[config.mk]
export PLATFORM = sky130hd
export DESIGN_NAME = smcp_policy
export DESIGN_NICKNAME = d
export VERILOG_FILES = /design/src/hw/smcp_pkg.sv /design/src/hw/smcp_policy.sv
export VERILOG_INCLUDE_DIRS = /design/src /design/src/hw
export SDC_FILE = /design/constraint.sdc
export NUM_CORES = 1
export LEC_CHECK = 0
export ABC_CLOCK_PERIOD_IN_PS = 2950
export BUFFER_PORTS_ARGS = -buffer_cell sky130_fd_sc_hd__buf_2
export CAP_MARGIN = 20
export CORE_ASPECT_RATIO = 0.75
export CORE_MARGIN = 2
export CORE_UTILIZATION = 40
export CTS_BUF_LIST = sky130_fd_sc_hd__clkbuf_8
export DETAILED_ROUTE_END_ITERATION = 12
export GPL_ROUTABILITY_DRIVEN = 0
export SYNTH_ARGS = -nofsm -noshare
export SYNTH_HDL_FRONTEND = slang
export SYNTH_SLANG_ARGS = --single-unit
[constraint.sdc]
create_clock -name aclk -period 2.95 [get_ports aclk]
set_clock_uncertainty 0.2 [all_clocks]
set_input_delay 0.59 -clock aclk [delete_from_list [all_inputs] [get_ports aclk]]
set_output_delay 0.59 -clock aclk [all_outputs]
set_load 0.01 [all_outputs]
[src/hw/smcp_regs.svh]
/*
 Offsets, field positions, reset values, status codes and time budgets
 of the command policy block. Assumes a 200 MHz aclk.
*/
`ifndef SMCP_REGS_SVH
`define SMCP_REGS_SVH
// register index; byte address is four times the index
`define SMCP_IDX_AR0 6'h00
`define SMCP_IDX_AR3 6'h03
`define SMCP_IDX_DCR 6'h04
`define SMCP_IDX_ISR 6'h05
`define SMCP_IDX_IMR 6'h06
`define SMCP_IDX_LAST 6'h07
`define SMCP_IDX_CNT 6'h08
`define SMCP_IDX_TMR 6'h09
`define SMCP_IDX_HWR 6'h0E
// zone access register fields
`define SMCP_AR_PGO 0
`define SMCP_AR_WLOCK 1
`define SMCP_AR_MODE_LO 2
`define SMCP_AR_MODE_HI 3
`define SMCP_AR_RST 8'h00
// device config register fields
`define SMCP_DCR_UNLCK 0
`define SMCP_DCR_ETRIAL 1
`define SMCP_DCR_RST 8'h00
// interrupt bits, program-only zone and attempt limit
`define SMCP_EV_NACK 0
`define SMCP_EV_PWLK 1
`define SMCP_EV_AULK 2
`define SMCP_EV_OVR 3
`define SMCP_IMR_RST 4'h0
`define SMCP_PGO_ZONE 2'h1
`define SMCP_ATT_LIMIT 4'hF
// configuration memory map
`define SMCP_HWR_LO 8'h0E
`define SMCP_HWR_HI 8'h0F
`define SMCP_OTP_A_LO 8'h00
`define SMCP_OTP_A_HI 8'h0D
`define SMCP_OTP_B_LO 8'h18
`define SMCP_OTP_B_HI 8'h22
`define SMCP_RSV_LO 8'hC0
`define SMCP_RSV_HI 8'hFF
// status codes
`define SMCP_ST_OK 8'h00
`define SMCP_ST_AT 8'hB1
`define SMCP_ST_RSV 8'hB2
`define SMCP_ST_RO 8'hB3
`define SMCP_ST_CKSUM 8'hB4
`define SMCP_ST_ACC 8'hB5
// time budgets in microseconds, clock in MHz
`define SMCP_CLK_MHZ 200
`define SMCP_T_AT8_MAX_US 11000
`define SMCP_T_W16_MAX_US 6100
`define SMCP_T_R64_MAX_US 9200
`endif
[src/hw/smcp_pkg.sv]
/*
 Types of the command policy block.
 Assumes smcp_regs.svh for the numbers.
*/
package smcp_pkg;
   localparam int SMCP_TMR_W = 24;
   typedef enum logic [2:0] {
      OP_OTHER = 3'h0, OP_USR_WR = 3'h1, OP_USR_RD = 3'h2, OP_SYS_WR = 3'h3, OP_SYS_RD = 3'h4
   } smcp_op_t;
   typedef enum logic [1:0] {CLS_NONE = 2'h0, CLS_R64 = 2'h1, CLS_W16 = 2'h2, CLS_AT8 = 2'h3}
      smcp_cls_t;
   typedef enum logic [1:0] {MD_OPEN = 2'h0, MD_AUTH = 2'h1, MD_ENC = 2'h2, MD_ENC_ALT = 2'h3}
      smcp_mode_t;
   typedef struct packed {
      logic valid;
      smcp_op_t op;
      logic [1:0] zone;
      logic [7:0] addr;
      logic anti_tear;
      logic auth_on;
      logic enc_on;
      logic cksum_ok;
   } smcp_cmd_t;
   typedef struct packed {
      logic valid;
      logic ack;
      logic [7:0] status;
      logic wr_en;
      logic prog_only;
      logic otp;
   } smcp_verd_t;
   typedef struct packed {
      logic pw_fail;
      logic pw_ok;
      logic au_fail;
      logic au_ok;
      logic [1:0] set;
   } smcp_att_t;
   typedef struct packed {
      logic start;
      logic done;
      smcp_cls_t cls;
   } smcp_txn_t;
endpackage

[src/hw/smcp_policy.sv]
/*
 Command acceptance and security policy checker with AXI4-Lite registers.
 Assumes the command decoder presents one parsed command per cmd.valid
 pulse and that attempt and transaction events are one-cycle pulses.
*/
// The AXI4-Lite slave port was decided locally.
`timescale 1ns/10ps
`include "smcp_regs.svh"

// What this block does
// - NACK status names first detected error only
// - program-only honoured only in zone one
// - write-lock bit is ignored
// - unlimited checksum bit is ignored
// - fifteen failures lock; extended trials ignored
// - old dual-access code selects encryption mode
// - secure-mode writes need valid checksum
// - system write with anti-tearing is NACKed
// - writes to reserved configuration bytes NACKed
// - reads starting on reserved byte NACKed
// - twenty-five configuration bytes are OTP
// - bytes 0E and 0F are hardware revision
// - transaction time runs start to response end
// - anti-tearing 8-byte write within 11.0 ms
// - 16-byte write within 6.1 ms
// - 64-byte read within 9.2 ms
module smcp_policy #(
   parameter logic [15:0] HW_REV = 16'h0001, // arbitrary value
   parameter int unsigned AT8_MAX_CYC = `SMCP_T_AT8_MAX_US * `SMCP_CLK_MHZ,
   parameter int unsigned W16_MAX_CYC = `SMCP_T_W16_MAX_US * `SMCP_CLK_MHZ,
   parameter int unsigned R64_MAX_CYC = `SMCP_T_R64_MAX_US * `SMCP_CLK_MHZ
) (
   input wire logic aclk,
   input wire logic aresetn,
   input wire logic [7:0] awaddr,
   input wire logic awvalid,
   output logic awready,
   input wire logic [31:0] wdata,
   input wire logic [3:0] wstrb,
   input wire logic wvalid,
   output logic wready,
   output logic [1:0] bresp,
   output logic bvalid,
   input wire logic bready,
   input wire logic [7:0] araddr,
   input wire logic arvalid,
   output logic arready,
   output logic [31:0] rdata,
   output logic [1:0] rresp,
   output logic rvalid,
   input wire logic rready,
   input wire smcp_pkg::smcp_cmd_t cmd,
   output smcp_pkg::smcp_verd_t verd,
   input wire smcp_pkg::smcp_att_t att,
   output logic [3:0] pw_locked,
   output logic [3:0] au_locked,
   input wire smcp_pkg::smcp_txn_t txn,
   output logic irq
);
   import smcp_pkg::*;

   typedef struct packed {
      logic aw_have;
      logic [5:0] aw_idx;
      logic w_have;
      logic [7:0] wbyte;
      logic wlane;
      logic awready;
      logic wready;
      logic bvalid;
      logic [1:0] bresp;
      logic arready;
      logic rvalid;
      logic [1:0] rresp;
      logic [31:0] rdata;
      logic [3:0][7:0] ar;
      logic [7:0] device_config_register;
      logic [3:0] isr;
      logic [3:0] imr;
      logic irq;
      smcp_verd_t verd;
      logic [7:0] last_st;
      logic [3:0][3:0] pw_cnt;
      logic [3:0][3:0] au_cnt;
      logic [3:0] pw_lk;
      logic [3:0] au_lk;
      logic tmr_run;
      logic tmr_arm;
      logic [SMCP_TMR_W-1:0] tmr;
      logic [SMCP_TMR_W-1:0] budget;
      logic [SMCP_TMR_W-1:0] tmr_last;
   } smcp_state_t;

   smcp_state_t s_q;
   smcp_state_t s_d;

   ////////////////////////////////////////////////////////////////////////
   // configuration memory map

   function automatic logic cfg_rsv(input logic [7:0] a);
      return (a >= `SMCP_RSV_LO) && (a <= `SMCP_RSV_HI);
   endfunction

   function automatic logic cfg_hwr(input logic [7:0] a);
      return (a >= `SMCP_HWR_LO) && (a <= `SMCP_HWR_HI);
   endfunction

   function automatic logic cfg_otp(input logic [7:0] a);
      return (a <= `SMCP_OTP_A_HI) || ((a >= `SMCP_OTP_B_LO) && (a <= `SMCP_OTP_B_HI));
   endfunction

   ////////////////////////////////////////////////////////////////////////
   // attempt counters, one per key or password set

   logic [3:0][3:0] pw_cnt_n;
   logic [3:0][3:0] au_cnt_n;
   logic [3:0] pw_lk_ev;
   logic [3:0] au_lk_ev;

   generate
      for (genvar i = 0; i < 4; i++) begin : g_att
         logic hit;
         assign hit = (att.set == 2'(i));
         // fixed limit of fifteen; fail wins over ok
         assign pw_cnt_n[i] = (!hit || s_q.pw_lk[i]) ? s_q.pw_cnt[i]
                              : att.pw_fail ? s_q.pw_cnt[i] + 4'h1
                              : att.pw_ok ? 4'h0 : s_q.pw_cnt[i];
         assign au_cnt_n[i] = (!hit || s_q.au_lk[i]) ? s_q.au_cnt[i]
                              : att.au_fail ? s_q.au_cnt[i] + 4'h1
                              : att.au_ok ? 4'h0 : s_q.au_cnt[i];
         assign pw_lk_ev[i] = !s_q.pw_lk[i] && (pw_cnt_n[i] == `SMCP_ATT_LIMIT);
         assign au_lk_ev[i] = !s_q.au_lk[i] && (au_cnt_n[i] == `SMCP_ATT_LIMIT);
      end
   endgenerate

   ////////////////////////////////////////////////////////////////////////
   // command check

   logic [7:0] sel_ar;
   smcp_mode_t mode;
   logic is_wr;
   logic [7:0] st;
   logic program_only_bit;

   always_comb begin
      sel_ar = s_q.ar[cmd.zone];
      mode = smcp_mode_t'(sel_ar[`SMCP_AR_MODE_HI:`SMCP_AR_MODE_LO]);
      is_wr = (cmd.op == OP_USR_WR) || (cmd.op == OP_SYS_WR);
      program_only_bit = sel_ar[`SMCP_AR_PGO] && (cmd.zone == `SMCP_PGO_ZONE);
      // fixed check order, first hit wins
      if (cmd.op == OP_SYS_WR && cmd.anti_tear) begin
         st = `SMCP_ST_AT;
      end else if (cmd.op == OP_SYS_WR && cfg_rsv(cmd.addr)) begin
         st = `SMCP_ST_RSV;
      end else if (cmd.op == OP_SYS_WR && cfg_hwr(cmd.addr)) begin
         st = `SMCP_ST_RO;
      end else if (cmd.op == OP_SYS_RD && cfg_rsv(cmd.addr)) begin
         st = `SMCP_ST_RSV;
      end else if (is_wr && (cmd.auth_on || cmd.enc_on) && !cmd.cksum_ok) begin
         st = `SMCP_ST_CKSUM;
      end else if (cmd.op == OP_USR_WR && mode == MD_AUTH && !(cmd.auth_on || cmd.enc_on)) begin
         st = `SMCP_ST_ACC;
      end else if (cmd.op == OP_USR_WR && (mode == MD_ENC || mode == MD_ENC_ALT) && !cmd.enc_on)
      begin
         st = `SMCP_ST_ACC;
      end else begin
         st = `SMCP_ST_OK;
      end
   end

   ////////////////////////////////////////////////////////////////////////
   // next state

   logic [5:0] ar_idx;
   logic [3:0] ev;
   logic [SMCP_TMR_W-1:0] bud;

   always_comb begin
      s_d = s_q;
      ar_idx = araddr[7:2];
      ev = 4'h0;
      // rejected commands raise no write strobe
      s_d.verd.valid = cmd.valid;
      s_d.verd.ack = cmd.valid && (st == `SMCP_ST_OK);
      s_d.verd.status = cmd.valid ? st : `SMCP_ST_OK;
      s_d.verd.wr_en = cmd.valid && is_wr && (st == `SMCP_ST_OK);
      s_d.verd.prog_only = cmd.valid && (cmd.op == OP_USR_WR) && program_only_bit;
      s_d.verd.otp = cmd.valid && (cmd.op == OP_SYS_WR) && cfg_otp(cmd.addr);
      if (cmd.valid) begin
         s_d.last_st = st;
      end
      ev[`SMCP_EV_NACK] = cmd.valid && (st != `SMCP_ST_OK);
      s_d.pw_cnt = pw_cnt_n;
      s_d.au_cnt = au_cnt_n;
      s_d.pw_lk = s_q.pw_lk | pw_lk_ev;
      s_d.au_lk = s_q.au_lk | au_lk_ev;
      ev[`SMCP_EV_PWLK] = |pw_lk_ev;
      ev[`SMCP_EV_AULK] = |au_lk_ev;
      unique case (txn.cls)
         CLS_AT8: bud = SMCP_TMR_W'(AT8_MAX_CYC);
         CLS_W16: bud = SMCP_TMR_W'(W16_MAX_CYC);
         CLS_R64: bud = SMCP_TMR_W'(R64_MAX_CYC);
         CLS_NONE: bud = '0;
      endcase
      // timed from command start to response end
      if (txn.start) begin
         s_d.tmr_run = 1'b1;
         s_d.tmr_arm = (txn.cls != CLS_NONE);
         s_d.tmr = '0;
         s_d.budget = bud;
      end else if (s_q.tmr_run) begin
         if (s_q.tmr != '1) begin
            s_d.tmr = s_q.tmr + 1'b1;
         end
         if (s_q.tmr_arm && s_q.tmr == s_q.budget) begin
            ev[`SMCP_EV_OVR] = 1'b1;
            s_d.tmr_arm = 1'b0;
         end
         if (txn.done) begin
            s_d.tmr_run = 1'b0;
            s_d.tmr_arm = 1'b0;
            s_d.tmr_last = s_q.tmr;
         end
      end
      // write channel: address and data in either order
      if (awvalid && s_q.awready) begin
         s_d.aw_have = 1'b1;
         s_d.aw_idx = awaddr[7:2];
      end
      if (wvalid && s_q.wready) begin
         s_d.w_have = 1'b1;
         s_d.wbyte = wdata[7:0];
         s_d.wlane = wstrb[0];
      end
      if (s_q.bvalid && bready) begin
         s_d.bvalid = 1'b0;
      end
      if (s_q.aw_have && s_q.w_have && !s_q.bvalid) begin
         s_d.aw_have = 1'b0;
         s_d.w_have = 1'b0;
         s_d.bvalid = 1'b1;
         s_d.bresp = 2'h0;
         if (s_q.aw_idx <= `SMCP_IDX_AR3) begin
            if (s_q.wlane) begin
               s_d.ar[s_q.aw_idx[1:0]] = s_q.wbyte;
            end
         end else if (s_q.aw_idx == `SMCP_IDX_DCR) begin
            // unlimited checksum bit stored, never used
            if (s_q.wlane) begin
               s_d.device_config_register = s_q.wbyte;
            end
         end else if (s_q.aw_idx == `SMCP_IDX_ISR) begin
            if (s_q.wlane) begin
               s_d.isr = s_q.isr & ~s_q.wbyte[3:0];
            end
         end else if (s_q.aw_idx == `SMCP_IDX_IMR) begin
            if (s_q.wlane) begin
               s_d.imr = s_q.wbyte[3:0];
            end
         end else if (!(s_q.aw_idx inside {`SMCP_IDX_LAST, `SMCP_IDX_CNT, `SMCP_IDX_TMR,
                                           `SMCP_IDX_HWR})) begin
            s_d.bresp = 2'h2;
         end
      end
      // set beats clear
      s_d.isr = s_d.isr | ev;
      s_d.irq = |(s_d.isr & s_d.imr);
      // read channel
      if (s_q.rvalid && rready) begin
         s_d.rvalid = 1'b0;
      end
      if (arvalid && s_q.arready) begin
         s_d.rvalid = 1'b1;
         s_d.rresp = 2'h0;
         s_d.rdata = '0;
         if (ar_idx <= `SMCP_IDX_AR3) begin
            s_d.rdata[7:0] = s_q.ar[ar_idx[1:0]];
         end else if (ar_idx == `SMCP_IDX_DCR) begin
            s_d.rdata[7:0] = s_q.device_config_register;
         end else if (ar_idx == `SMCP_IDX_ISR) begin
            s_d.rdata[3:0] = s_q.isr;
         end else if (ar_idx == `SMCP_IDX_IMR) begin
            s_d.rdata[3:0] = s_q.imr;
         end else if (ar_idx == `SMCP_IDX_LAST) begin
            s_d.rdata[7:0] = s_q.last_st;
         end else if (ar_idx == `SMCP_IDX_CNT) begin
            s_d.rdata = {s_q.au_cnt, s_q.pw_cnt};
         end else if (ar_idx == `SMCP_IDX_TMR) begin
            s_d.rdata[SMCP_TMR_W-1:0] = s_q.tmr_last;
         end else if (ar_idx == `SMCP_IDX_HWR) begin
            s_d.rdata[15:0] = HW_REV;
         end else begin
            s_d.rresp = 2'h2;
         end
      end
      // readiness taken from the next state so ports stay registered
      s_d.awready = !s_d.aw_have;
      s_d.wready = !s_d.w_have;
      s_d.arready = !s_d.rvalid;
   end

   always_ff @(posedge aclk) begin
      if (!aresetn) begin
         s_q <= '0;
         s_q.ar <= {4{`SMCP_AR_RST}};
         s_q.device_config_register <= `SMCP_DCR_RST;
         s_q.imr <= `SMCP_IMR_RST;
      end else begin
         s_q <= s_d;
      end
   end

   assign awready = s_q.awready;
   assign wready = s_q.wready;
   assign bvalid = s_q.bvalid;
   assign bresp = s_q.bresp;
   assign arready = s_q.arready;
   assign rvalid = s_q.rvalid;
   assign rresp = s_q.rresp;
   assign rdata = s_q.rdata;
   assign verd = s_q.verd;
   assign pw_locked = s_q.pw_lk;
   assign au_locked = s_q.au_lk;
   assign irq = s_q.irq;
endmodule // smcp_policy

* Word level (Yosys, flattened, before mapping) *
Cells that the tools add are included.

storage, ports and cells
  register bits after elaboration = 242
  word-level logic and storage cells = 286

operators by class
  $add $sub $neg = 9
  order comparisons = 13
  equal/unequal tests = 37
  multiplexer cells = 86
  bitwise logic cells = 9
  reductions and logical operators = 89

operators by type and width
  cell                                                  number
  2-to-1 mux 8 bit                                      17
  2-to-1 mux 26 bit                                     5
  2-to-1 mux 4 bit                                      32
  case mux 24 bit (4 select lines)                      1
  2-to-1 mux 30 bit                                     2
  == test 6 x 3 -> 1 bit (second input constant)        8
  2-to-1 mux 24 bit                                     2
  logical AND 1 bit                                     39
  == test 6 x 4 -> 1 bit (second input constant)        6
  2-to-1 mux 35 bit                                     1
  adder 4 x 1 -> 4 bit (second input constant)          8
  binary-select mux 8 bit (select 2 bit)                2
  bitwise mux 32 bit                                    1
  == test 4 bit (second input constant)                 8
  adder 24 x 1 -> 24 bit (second input constant)        1
  == test 24 bit                                        1
  != test 24 bit (second input constant)                1
  zero test 1 bit                                       19
  2-to-1 mux 2 bit                                      9
  demux 8 bit (select 2 bit)                            1
  <= comparator 8 x 4 -> 1 bit (second input constant)  2
  2-to-1 mux 16 bit                                     1
  == test 2 bit (second input constant)                 6
  <= comparator 6 x 2 -> 1 bit (second input constant)  2
  31 further kinds                                      68

* Longest topological paths before layout *
Gate-level depths: netlist (run 1).

  word-level depth = 18
  mapped depth = 10

* Worst setup path after synthesis (run 1) *
Ideal clock, no wire load.

  kind = in2reg
  start point = input port araddr[4]
  end point = register s_q, in the netlist rdata[7]
  setup time = 0.086 ns
  arrival time = 2.252 ns
  path slack = 0.412 ns
  stages = 5
  path buffers = 1
  path through = or4b_2 -> nor3b_1 -> buf_2 -> a221oi_1 -> a211oi_1

on the way
  longest elaborated chain between the ends = 8
  elaborated cells between the ends (all ways) = 14

RTL lines
  item                              line                RTL
  start, declared                   smcp_policy.sv:45   input wire logic [7:0] araddr,
  == test 6 x 4 -> 1 bit (no line)  -
  2-to-1 mux 16 bit                 smcp_policy.sv:288  end else if (ar_idx == `SMCP_IDX_TMR) begin
  2-to-1 mux 24 bit                 smcp_policy.sv:286  end else if (ar_idx == `SMCP_IDX_CNT) begin
  2-to-1 mux 8 bit                  smcp_policy.sv:284  end else if (ar_idx == `SMCP_IDX_LAST) begin
  2-to-1 mux 30 bit                 smcp_policy.sv:282  end else if (ar_idx == `SMCP_IDX_IMR) begin
  2-to-1 mux 30 bit                 smcp_policy.sv:280  end else if (ar_idx == `SMCP_IDX_ISR) begin
  2-to-1 mux 8 bit                  smcp_policy.sv:278  end else if (ar_idx == `SMCP_IDX_DCR) begin
  2-to-1 mux 8 bit *                smcp_policy.sv:276  if (ar_idx <= `SMCP_IDX_AR3) begin
  end, declared                     smcp_policy.sv:94   smcp_state_t s_q;

Mark *: on every way between the ends. The rest lies on a longest branch, timed or not.
A chain may end at the register's enable or synchronous reset.

* Worst setup path in the final report (run 1) *
  start point = register s_q[238] (netlist name)
  end point = register s_q, in the netlist irq

on the way
  longest elaborated chain between the ends = 8
  elaborated cells between the ends (all ways) = 13

RTL lines
  item                                                                  line                                    RTL
  branches (longest 3 deep; another with <= comparator 6 x 2 -> 1 bit)  -
  2-to-1 mux 8 bit *                                                    smcp_policy.sv:243                      if (s_q.aw_idx <= `SMCP_IDX_AR3) begin
  2-to-1 mux 8 bit *                                                    smcp_policy.sv:238                      if (s_q.aw_have && s_q.w_have && !s_q.bvalid) begin
  OR 4 bit / 2-to-1 mux 8 bit (equally long branches)                   smcp_policy.sv:266, smcp_policy.sv:238
  AND 4 bit *                                                           smcp_policy.sv:267                      s_d.irq = |(s_d.isr & s_d.imr);
  OR reduction 4 bit *                                                  smcp_policy.sv:267

Mark *: on every way between the ends.

==> reports/qor.yml, run 1 <==
status: "complete, no violations"
holdWs_ns: 0.0755
grt_remaining_overflow: 0
wire_per_inst_um: 16.2
grt_use_met3: 0.0360
path_delay_family: "simple AND/OR/NAND/NOR gates"
ys_warn_count: 0
dr.pass1.iters: 5
leakage_nw: 4.60
placed_cells: 1566
cts_root_buffer: "clkbuf_8"
core_area_mm2: 0.0250
std_cell_rows: 50
grtUsageMet1: 0.307
seq_power_share: 0.490
syn_area_mm2: 0.0102
internal_power_mw: 4.58
cts_tree: "done"
clock_path_buffers: 3
layout-drive-gt1-share: 0.192
critPathLaunchType: "flip-flop"
cp_max_fo: 5
ys_top_cells_by_count: "dfxtp_1 (214), nor2_1 (167), nand2_1 (127), a21oi_1 (93), buf_4 (57)"
vdd_drop_max_v: 0.000259
initial_core_util: 0.408
report.final.slew_viol_count: 0
fin_area_mm2: 0.0116
clk_latency_ns: 0.53
min_period_ns: 2.75
fmax_mhz: 363
synth_edf_count: 0
grt_pass1_vias: 7793
yosys.cell_count.top_type: "dfxtp_1"
antenna_cells: 0
synth_top_cell_by_area: "dfxtp_1"
ios: 150
htree_levels: 2
antenna_found_initial: 0
grt_pass1_wl_mm: 41.9
crit_type: "flip-flop to flip-flop"
worst_setup_path_end_kind: "flip-flop"
area_growth_pct: 13.8
worstPathArrival_ns: 2.96
crit_chain: "or4b_1 > nor4_1 > buf_4 > a21boi_0 > a41oi_1 > nand4_1 > a221o_1"
cts_resized: 0
cts_setup_buffers: 0
top_usage_layer: "met1"
sw_frac_of_total: 0.248
hold_path_class: "input port to flip-flop"
vias: 8660
synth_top_area_frac: 0.421
drtAntennaViolNets: 0
p_sw_mw: 1.51
viasPerCell: 5.31
final_nets: 1369
finalNonFillerCells: 1632
worstMarginPinSlew_ns: 0.763
pwr-share-comb: 0.064
ys_ff_latch: 214
worstPathRequired_ns: 3.16
grt_max_degree: 75
dieArea_mm2: 0.0268
postSynthAreaPerCell_um2: 8.52
drt-total-wl_mm: 26.4
finalHoldViolations: 0
portBuffers: 114
place_hpwl_mm: 18.8
synthArstFlopShare: 0
cpMaxStageDelayCell: "or4b_1"
cp_slowest_stage_delay_ns: 0.64
worst-path-buf-inv: 1
tns_ns: 0
drv_cap: 0
place_area_mm2: 0.0108
cts_made_buffers: 37
yosysUniqueCellTypes: 76
grt_use_met2: 0.265
slew_headroom: 0.487
power.share.clock: 0.446
clkTransAtPathRegs_ns: 0.06
dieHeight_um: 142
period_share: 0.934
drtIter0Drc: 669
setup-violations-final: 0
die_width_um: 188
cts-hold-fix-buffers: 0
synthTopCellsByArea: "dfxtp_1 (42%), nor2_1 (6.2%), mux2i_1 (5.4%), nand2_1 (4.7%), a21oi_1 (4.6%)"
rsz0062_at_grt: "no"
netlist_instances: 1195
cts_sinks: 214
power_density_mw_per_mm2: 526
drc: 0
ys.flop_type: "dfxtp_1"
final_util: 0.464
grt_usage: 0.194
seq_area_frac_synth: 0.421
==> final timing paths <==
path         depth (start not counted)     start  endpoint  slack (ns)
max                                  7  s_q[238]       irq        0.20
max reg2reg                          7  s_q[238]       irq        0.20
min                                  2    cmd[5]   verd[0]        0.08
min reg2reg                          2   s_q[10]   s_q[10]        0.26
==> registers in the layout, indices dropped and copies added, names as in the netlist <==
register	flops
pw_locked	4
rvalid	1
bresp	1
wready	1
awready	1
bvalid	1
s_q	157
arready	1
rdata	32
rresp	1
verd	9
irq	1
au_locked	4
==> layout by cell type, fill, tap and decap left out, types with 19 or more instances in the layout <==
| cell type | synthesis | routed |
|---|---|---|
| o21ai_0 | 38 | 38 |
| mux2i_1 | 55 | 55 |
| inv_1 | 20 | 33 |
| and2_1 | 19 | 19 |
| a21oi_1 | 93 | 93 |
| nand3_1 | 34 | 34 |
| dfxtp_1 | 214 | 214 |
| nor2_1 | 167 | 167 |
| buf_4 | 57 | 38 |
| buf_2 | 10 | 114 |
| a22oi_1 | 41 | 41 |
| nor3_1 | 21 | 19 |
| clkbuf_8 | 0 | 46 |
| nand2_1 | 127 | 127 |
==> routing by layer <==
layer	vias to the layer above	share of wire
li1	4341	-
met1	4032	0.53
met2	255	0.39
met3	32	0.067
met4	0	0.013
met5	-	0
==> power groups by stage <==
stage                     sequential (mW)  clock, mW  combinational [mW]
after floorplan                      3.02          0               0.257
after detailed placement             3.04          0               0.389
after global routing                 2.99       2.93               0.431
final                                2.98       2.72               0.390
after global placement               3.04          0               0.386
after CTS                            2.98       2.78               0.391
==> final cells by class <==
type / count / area (um2)
fill: 2455 / 13400
inverter: 20 / 77.6
sequential: 214 / 4280
tap: 338 / 423
clock buffer: 46 / 633
clock inverter: 20 / 119
multi-input combinational: 839 / 5140
timing repair buffer: 155 / 916
==> worst register-to-register path, stage by stage (launching register included) <==
cell and delay, ns:
dfxtp_1 0.32, or4b_1 0.64, nor4_1 0.27, buf_4 0.19
a21boi_0 0.13, a41oi_1 0.21, nand4_1 0.26, a221o_1 0.41
==> per-stage QoR <==
| step | power, mW | worst slack [ns] |
|---|---|---|
| after floorplan | 3.28 | 0.412 |
| after global placement | 3.43 | 0.0506 |
| after detailed placement | 3.43 | 0.0518 |
| after CTS | 6.16 | 0.172 |
| after global routing | 6.35 | 0.0636 |
| final | 6.09 | 0.196 |
==> cells by family after synthesis <==
logic type	after synthesis	synth area share
fa+ha+maj	15	0.0184
flops	214	0.421
buf+inv	145	0.0779
other cells	1	0.000368
xor+xnor	15	0.0129
simple gates	489	0.235
mux	67	0.0795
compound gates	249	0.156
Power figures use the tool's default switching activity.
==> run 2: changes to the inputs <==
--- a/config.mk
+++ b/config.mk
@@ -12,8 +12,9 @@
 export CORE_ASPECT_RATIO = 0.75
 export CORE_MARGIN = 2
-export CORE_UTILIZATION = 40
+export CORE_UTILIZATION = 47
 export CTS_BUF_LIST = sky130_fd_sc_hd__clkbuf_8
 export DETAILED_ROUTE_END_ITERATION = 12
 export GPL_ROUTABILITY_DRIVEN = 0
+export PLACE_DENSITY = 0.68
 export SYNTH_ARGS = -nofsm -noshare
 export SYNTH_HDL_FRONTEND = slang
==> constraint.sdc (replaced) <==
create_clock -name aclk -period 2.95 [get_ports aclk]
set_clock_uncertainty 0.2 [all_clocks]
set_input_delay 0.295 -clock aclk [delete_from_list [all_inputs] [get_ports aclk]]
set_output_delay 0.295 -clock aclk [all_outputs]
set_load 0.01 [all_outputs]
==> reports/qor.yml, run 2 (synthesis gave the netlist of run 1 again) <==
status: "complete, no violations"
std_cell_rows: 46  # -8.0%
worst_setup_path_end_kind: "flip-flop"
fillers: 2006  # -18%
cts_made_buffers: 36  # -2.7%
viasPerCell: 5.48  # +3.3%
drtAntennaViolNets: 0  # unchanged
cts_root_buffer: "clkbuf_8"
dieHeight_um: 132  # -7.5%
reg2regPathDepth: 6  # -1
slew_headroom: 0.433  # -0.0546
worstPathArrival_ns: 2.95  # about the same
rsz0062_at_grt: "no"
clk_latency_ns: 0.52  # about the same
hold_start: "txn[0]"
cp_max_fo: 5  # unchanged
report.final.slew_viol_count: 0  # unchanged
place_hpwl_mm: 18.1  # -4.0%
clkTransAtPathRegs_ns: 0.07  # about the same
hold_end: "s_q[43]"
final_cell_mix: "dfxtp_1 (214), nor2_1 (167), nand2_1 (127)"
drv_cap: 0  # unchanged
sw_frac_of_total: 0.244  # -0.00491
period_share: 0.935  # +0.00152
cts_sinks: 214  # unchanged
vias: 8786  # +1.5%
rr_startpoint: "s_q[238]"
fmax_mhz: 363  # -0.16%
clock_path_buffers: 3  # unchanged
placed_cells: 1498  # -4.3%
critPathLaunchType: "flip-flop"
leakage_nw: 4.66  # +1.3%
r2r_end: "irq"
pwr-share-comb: 0.068  # +0.004
worstMarginPinSlew_ns: 0.849  # +0.0862 ns
seq_power_share: 0.493  # +0.003
dr.pass1.iters: 5  # unchanged
total_power_mw: 6.05  # -0.60%
antenna_cells: 0  # unchanged
initial_core_util: 0.481  # +0.0729
largest_register_ff_count: 157  # unchanged
die_width_um: 174  # -7.6%
p_sw_mw: 1.47  # -2.6%
holdPathStages: 4  # +2
fin_area_mm2: 0.0118  # +1.5%
antenna_found_initial: 0  # unchanged
finalNonFillerCells: 1603  # -1.8%
cp_slowest_stage_delay_ns: 0.64  # about the same
power.share.clock: 0.439  # -0.007
power_density_mw_per_mm2: 515  # -2.1%
min_period_ns: 2.76  # +0.00449 ns
crit_chain: "or4b_1 > o41a_1 > o21bai_1 > nor4_1 > o32ai_1 > a221o_1"
place_area_mm2: 0.0106  # -2.1%
rrSetupSlack_ns: 0.19  # about the same
vdd_drop_max_v: 0.000281  # +8.5%
top_register: "s_q"
drc: 0  # unchanged
internal_power_mw: 4.58  # about the same
drt-total-wl_mm: 25.9  # -1.8%
grt_pass1_vias: 8145  # +4.5%
htree_levels: 2  # unchanged
setup-violations-final: 0  # unchanged
worstPathRequired_ns: 3.14  # -0.02 ns
core_area_mm2: 0.0212  # -15%
finalHoldViolations: 0  # unchanged
drtIter0Drc: 825  # +23%
grt_usage: 0.224  # +0.0298
layout-drive-gt1-share: 0.179  # -0.0137
tns_ns: 0  # unchanged
cpMaxStageDelayCell: "or4b_1"
final_common_cell: "dfxtp_1"
final_nets: 1391  # +1.6%
hold_path_class: "input port to flip-flop"
ios: 150  # unchanged
grt_max_degree: 70  # -6.7%
holdWs_ns: 0.0291  # -0.0464 ns
portBuffers: 114  # unchanged
cts_tree: "done"
dieArea_mm2: 0.0229  # -15%
crit_type: "flip-flop to flip-flop"
grt_pass1_wl_mm: 42.1  # +0.30%
grt_remaining_overflow: 0  # unchanged
wire_per_inst_um: 16.1  # about the same
cts_resized: 0  # unchanged
area_growth_pct: 15.5
## run 2: changes by cell type in the layout (fill, tap and decap cells not counted)
cell / delta
buf_12: -2
buf_4: -16
bufinv_16: -1
clkbuf_8: +3
clkinv_2: +4
clkinvlp_4: -2
dlygate4sd3_1: +41
inv_1: -6
inv_6: +1
inv_8: -1
## run 2: worst max-delay path, delay by kind of cell, from the launching register on
kind / cells / cell delay (ns)
compound gates: 4 / 1.15
simple gates: 2 / 0.96
flops: 1 / 0.32
## run 2: layer usage
metal / share of wire / wire [um] / GRT usage
met5: 0 / 0 / 0
met4: 0.013 / 329 / 0.0528
met3: 0.073 / 1880 / 0.0457
met2: 0.40 / 10500 / 0.317
met1: 0.51 / 13200 / 0.343
## run 2: power groups by stage
stage	Sequential (mW)	Combinational, mW	Clock [mW]
final	2.99	0.411	2.66
after global placement	3.05	0.364	0
after CTS	2.98	0.407	2.73
after global routing	2.99	0.455	2.87
after floorplan	3.02	0.257	0
after detailed placement	3.05	0.368	0
## run 2: how the worst max path moves through the flow
stage,start,endpoint,slack (ns),depth (start not counted)
finish,s_q[238],irq,0.19,6
global route,pw_locked[1],irq,0.10,6
CTS,s_q[238],irq,0.23,6
detailed placement,att[0],irq,0.11,7
global placement,att[0],irq,0.18,7
floorplan,s_q[238],irq,0.51,6
## run 2: layout make-up
| class | instances | area [um2] | share of cell area |
|---|---|---|---|
| repair buffers | 178 | 1170 | 0.0991 |
| clock inverters | 15 | 68.8 | 0.00585 |
| clock buffers | 49 | 674 | 0.0573 |
| well taps | 288 | 360 | 0.0306 |
| flip-flops and latches | 214 | 4280 | 0.364 |
| multi-input cells | 839 | 5140 | 0.436 |
| inverters | 20 | 77.6 | 0.00659 |
## run 2: timing repair
| item | CTS | global route |
|---|---|---|
| buffers inserted | 0 | 0 |
| setup endpoints to repair | 0 | 0 |
| hold buffers | 41 | 0 |
| endpoints found under the hold margin | 37 | 0 |
## run 2: stage by stage
step	setup WS (ns)	utilization
3_3_place_gp	0.176	0.501
6_report	0.192	0.556
5_1_grt	0.104	0.556
4_1_cts	0.232	0.556
3_5_place_dp	0.107	0.501
2_1_floorplan	0.508	-
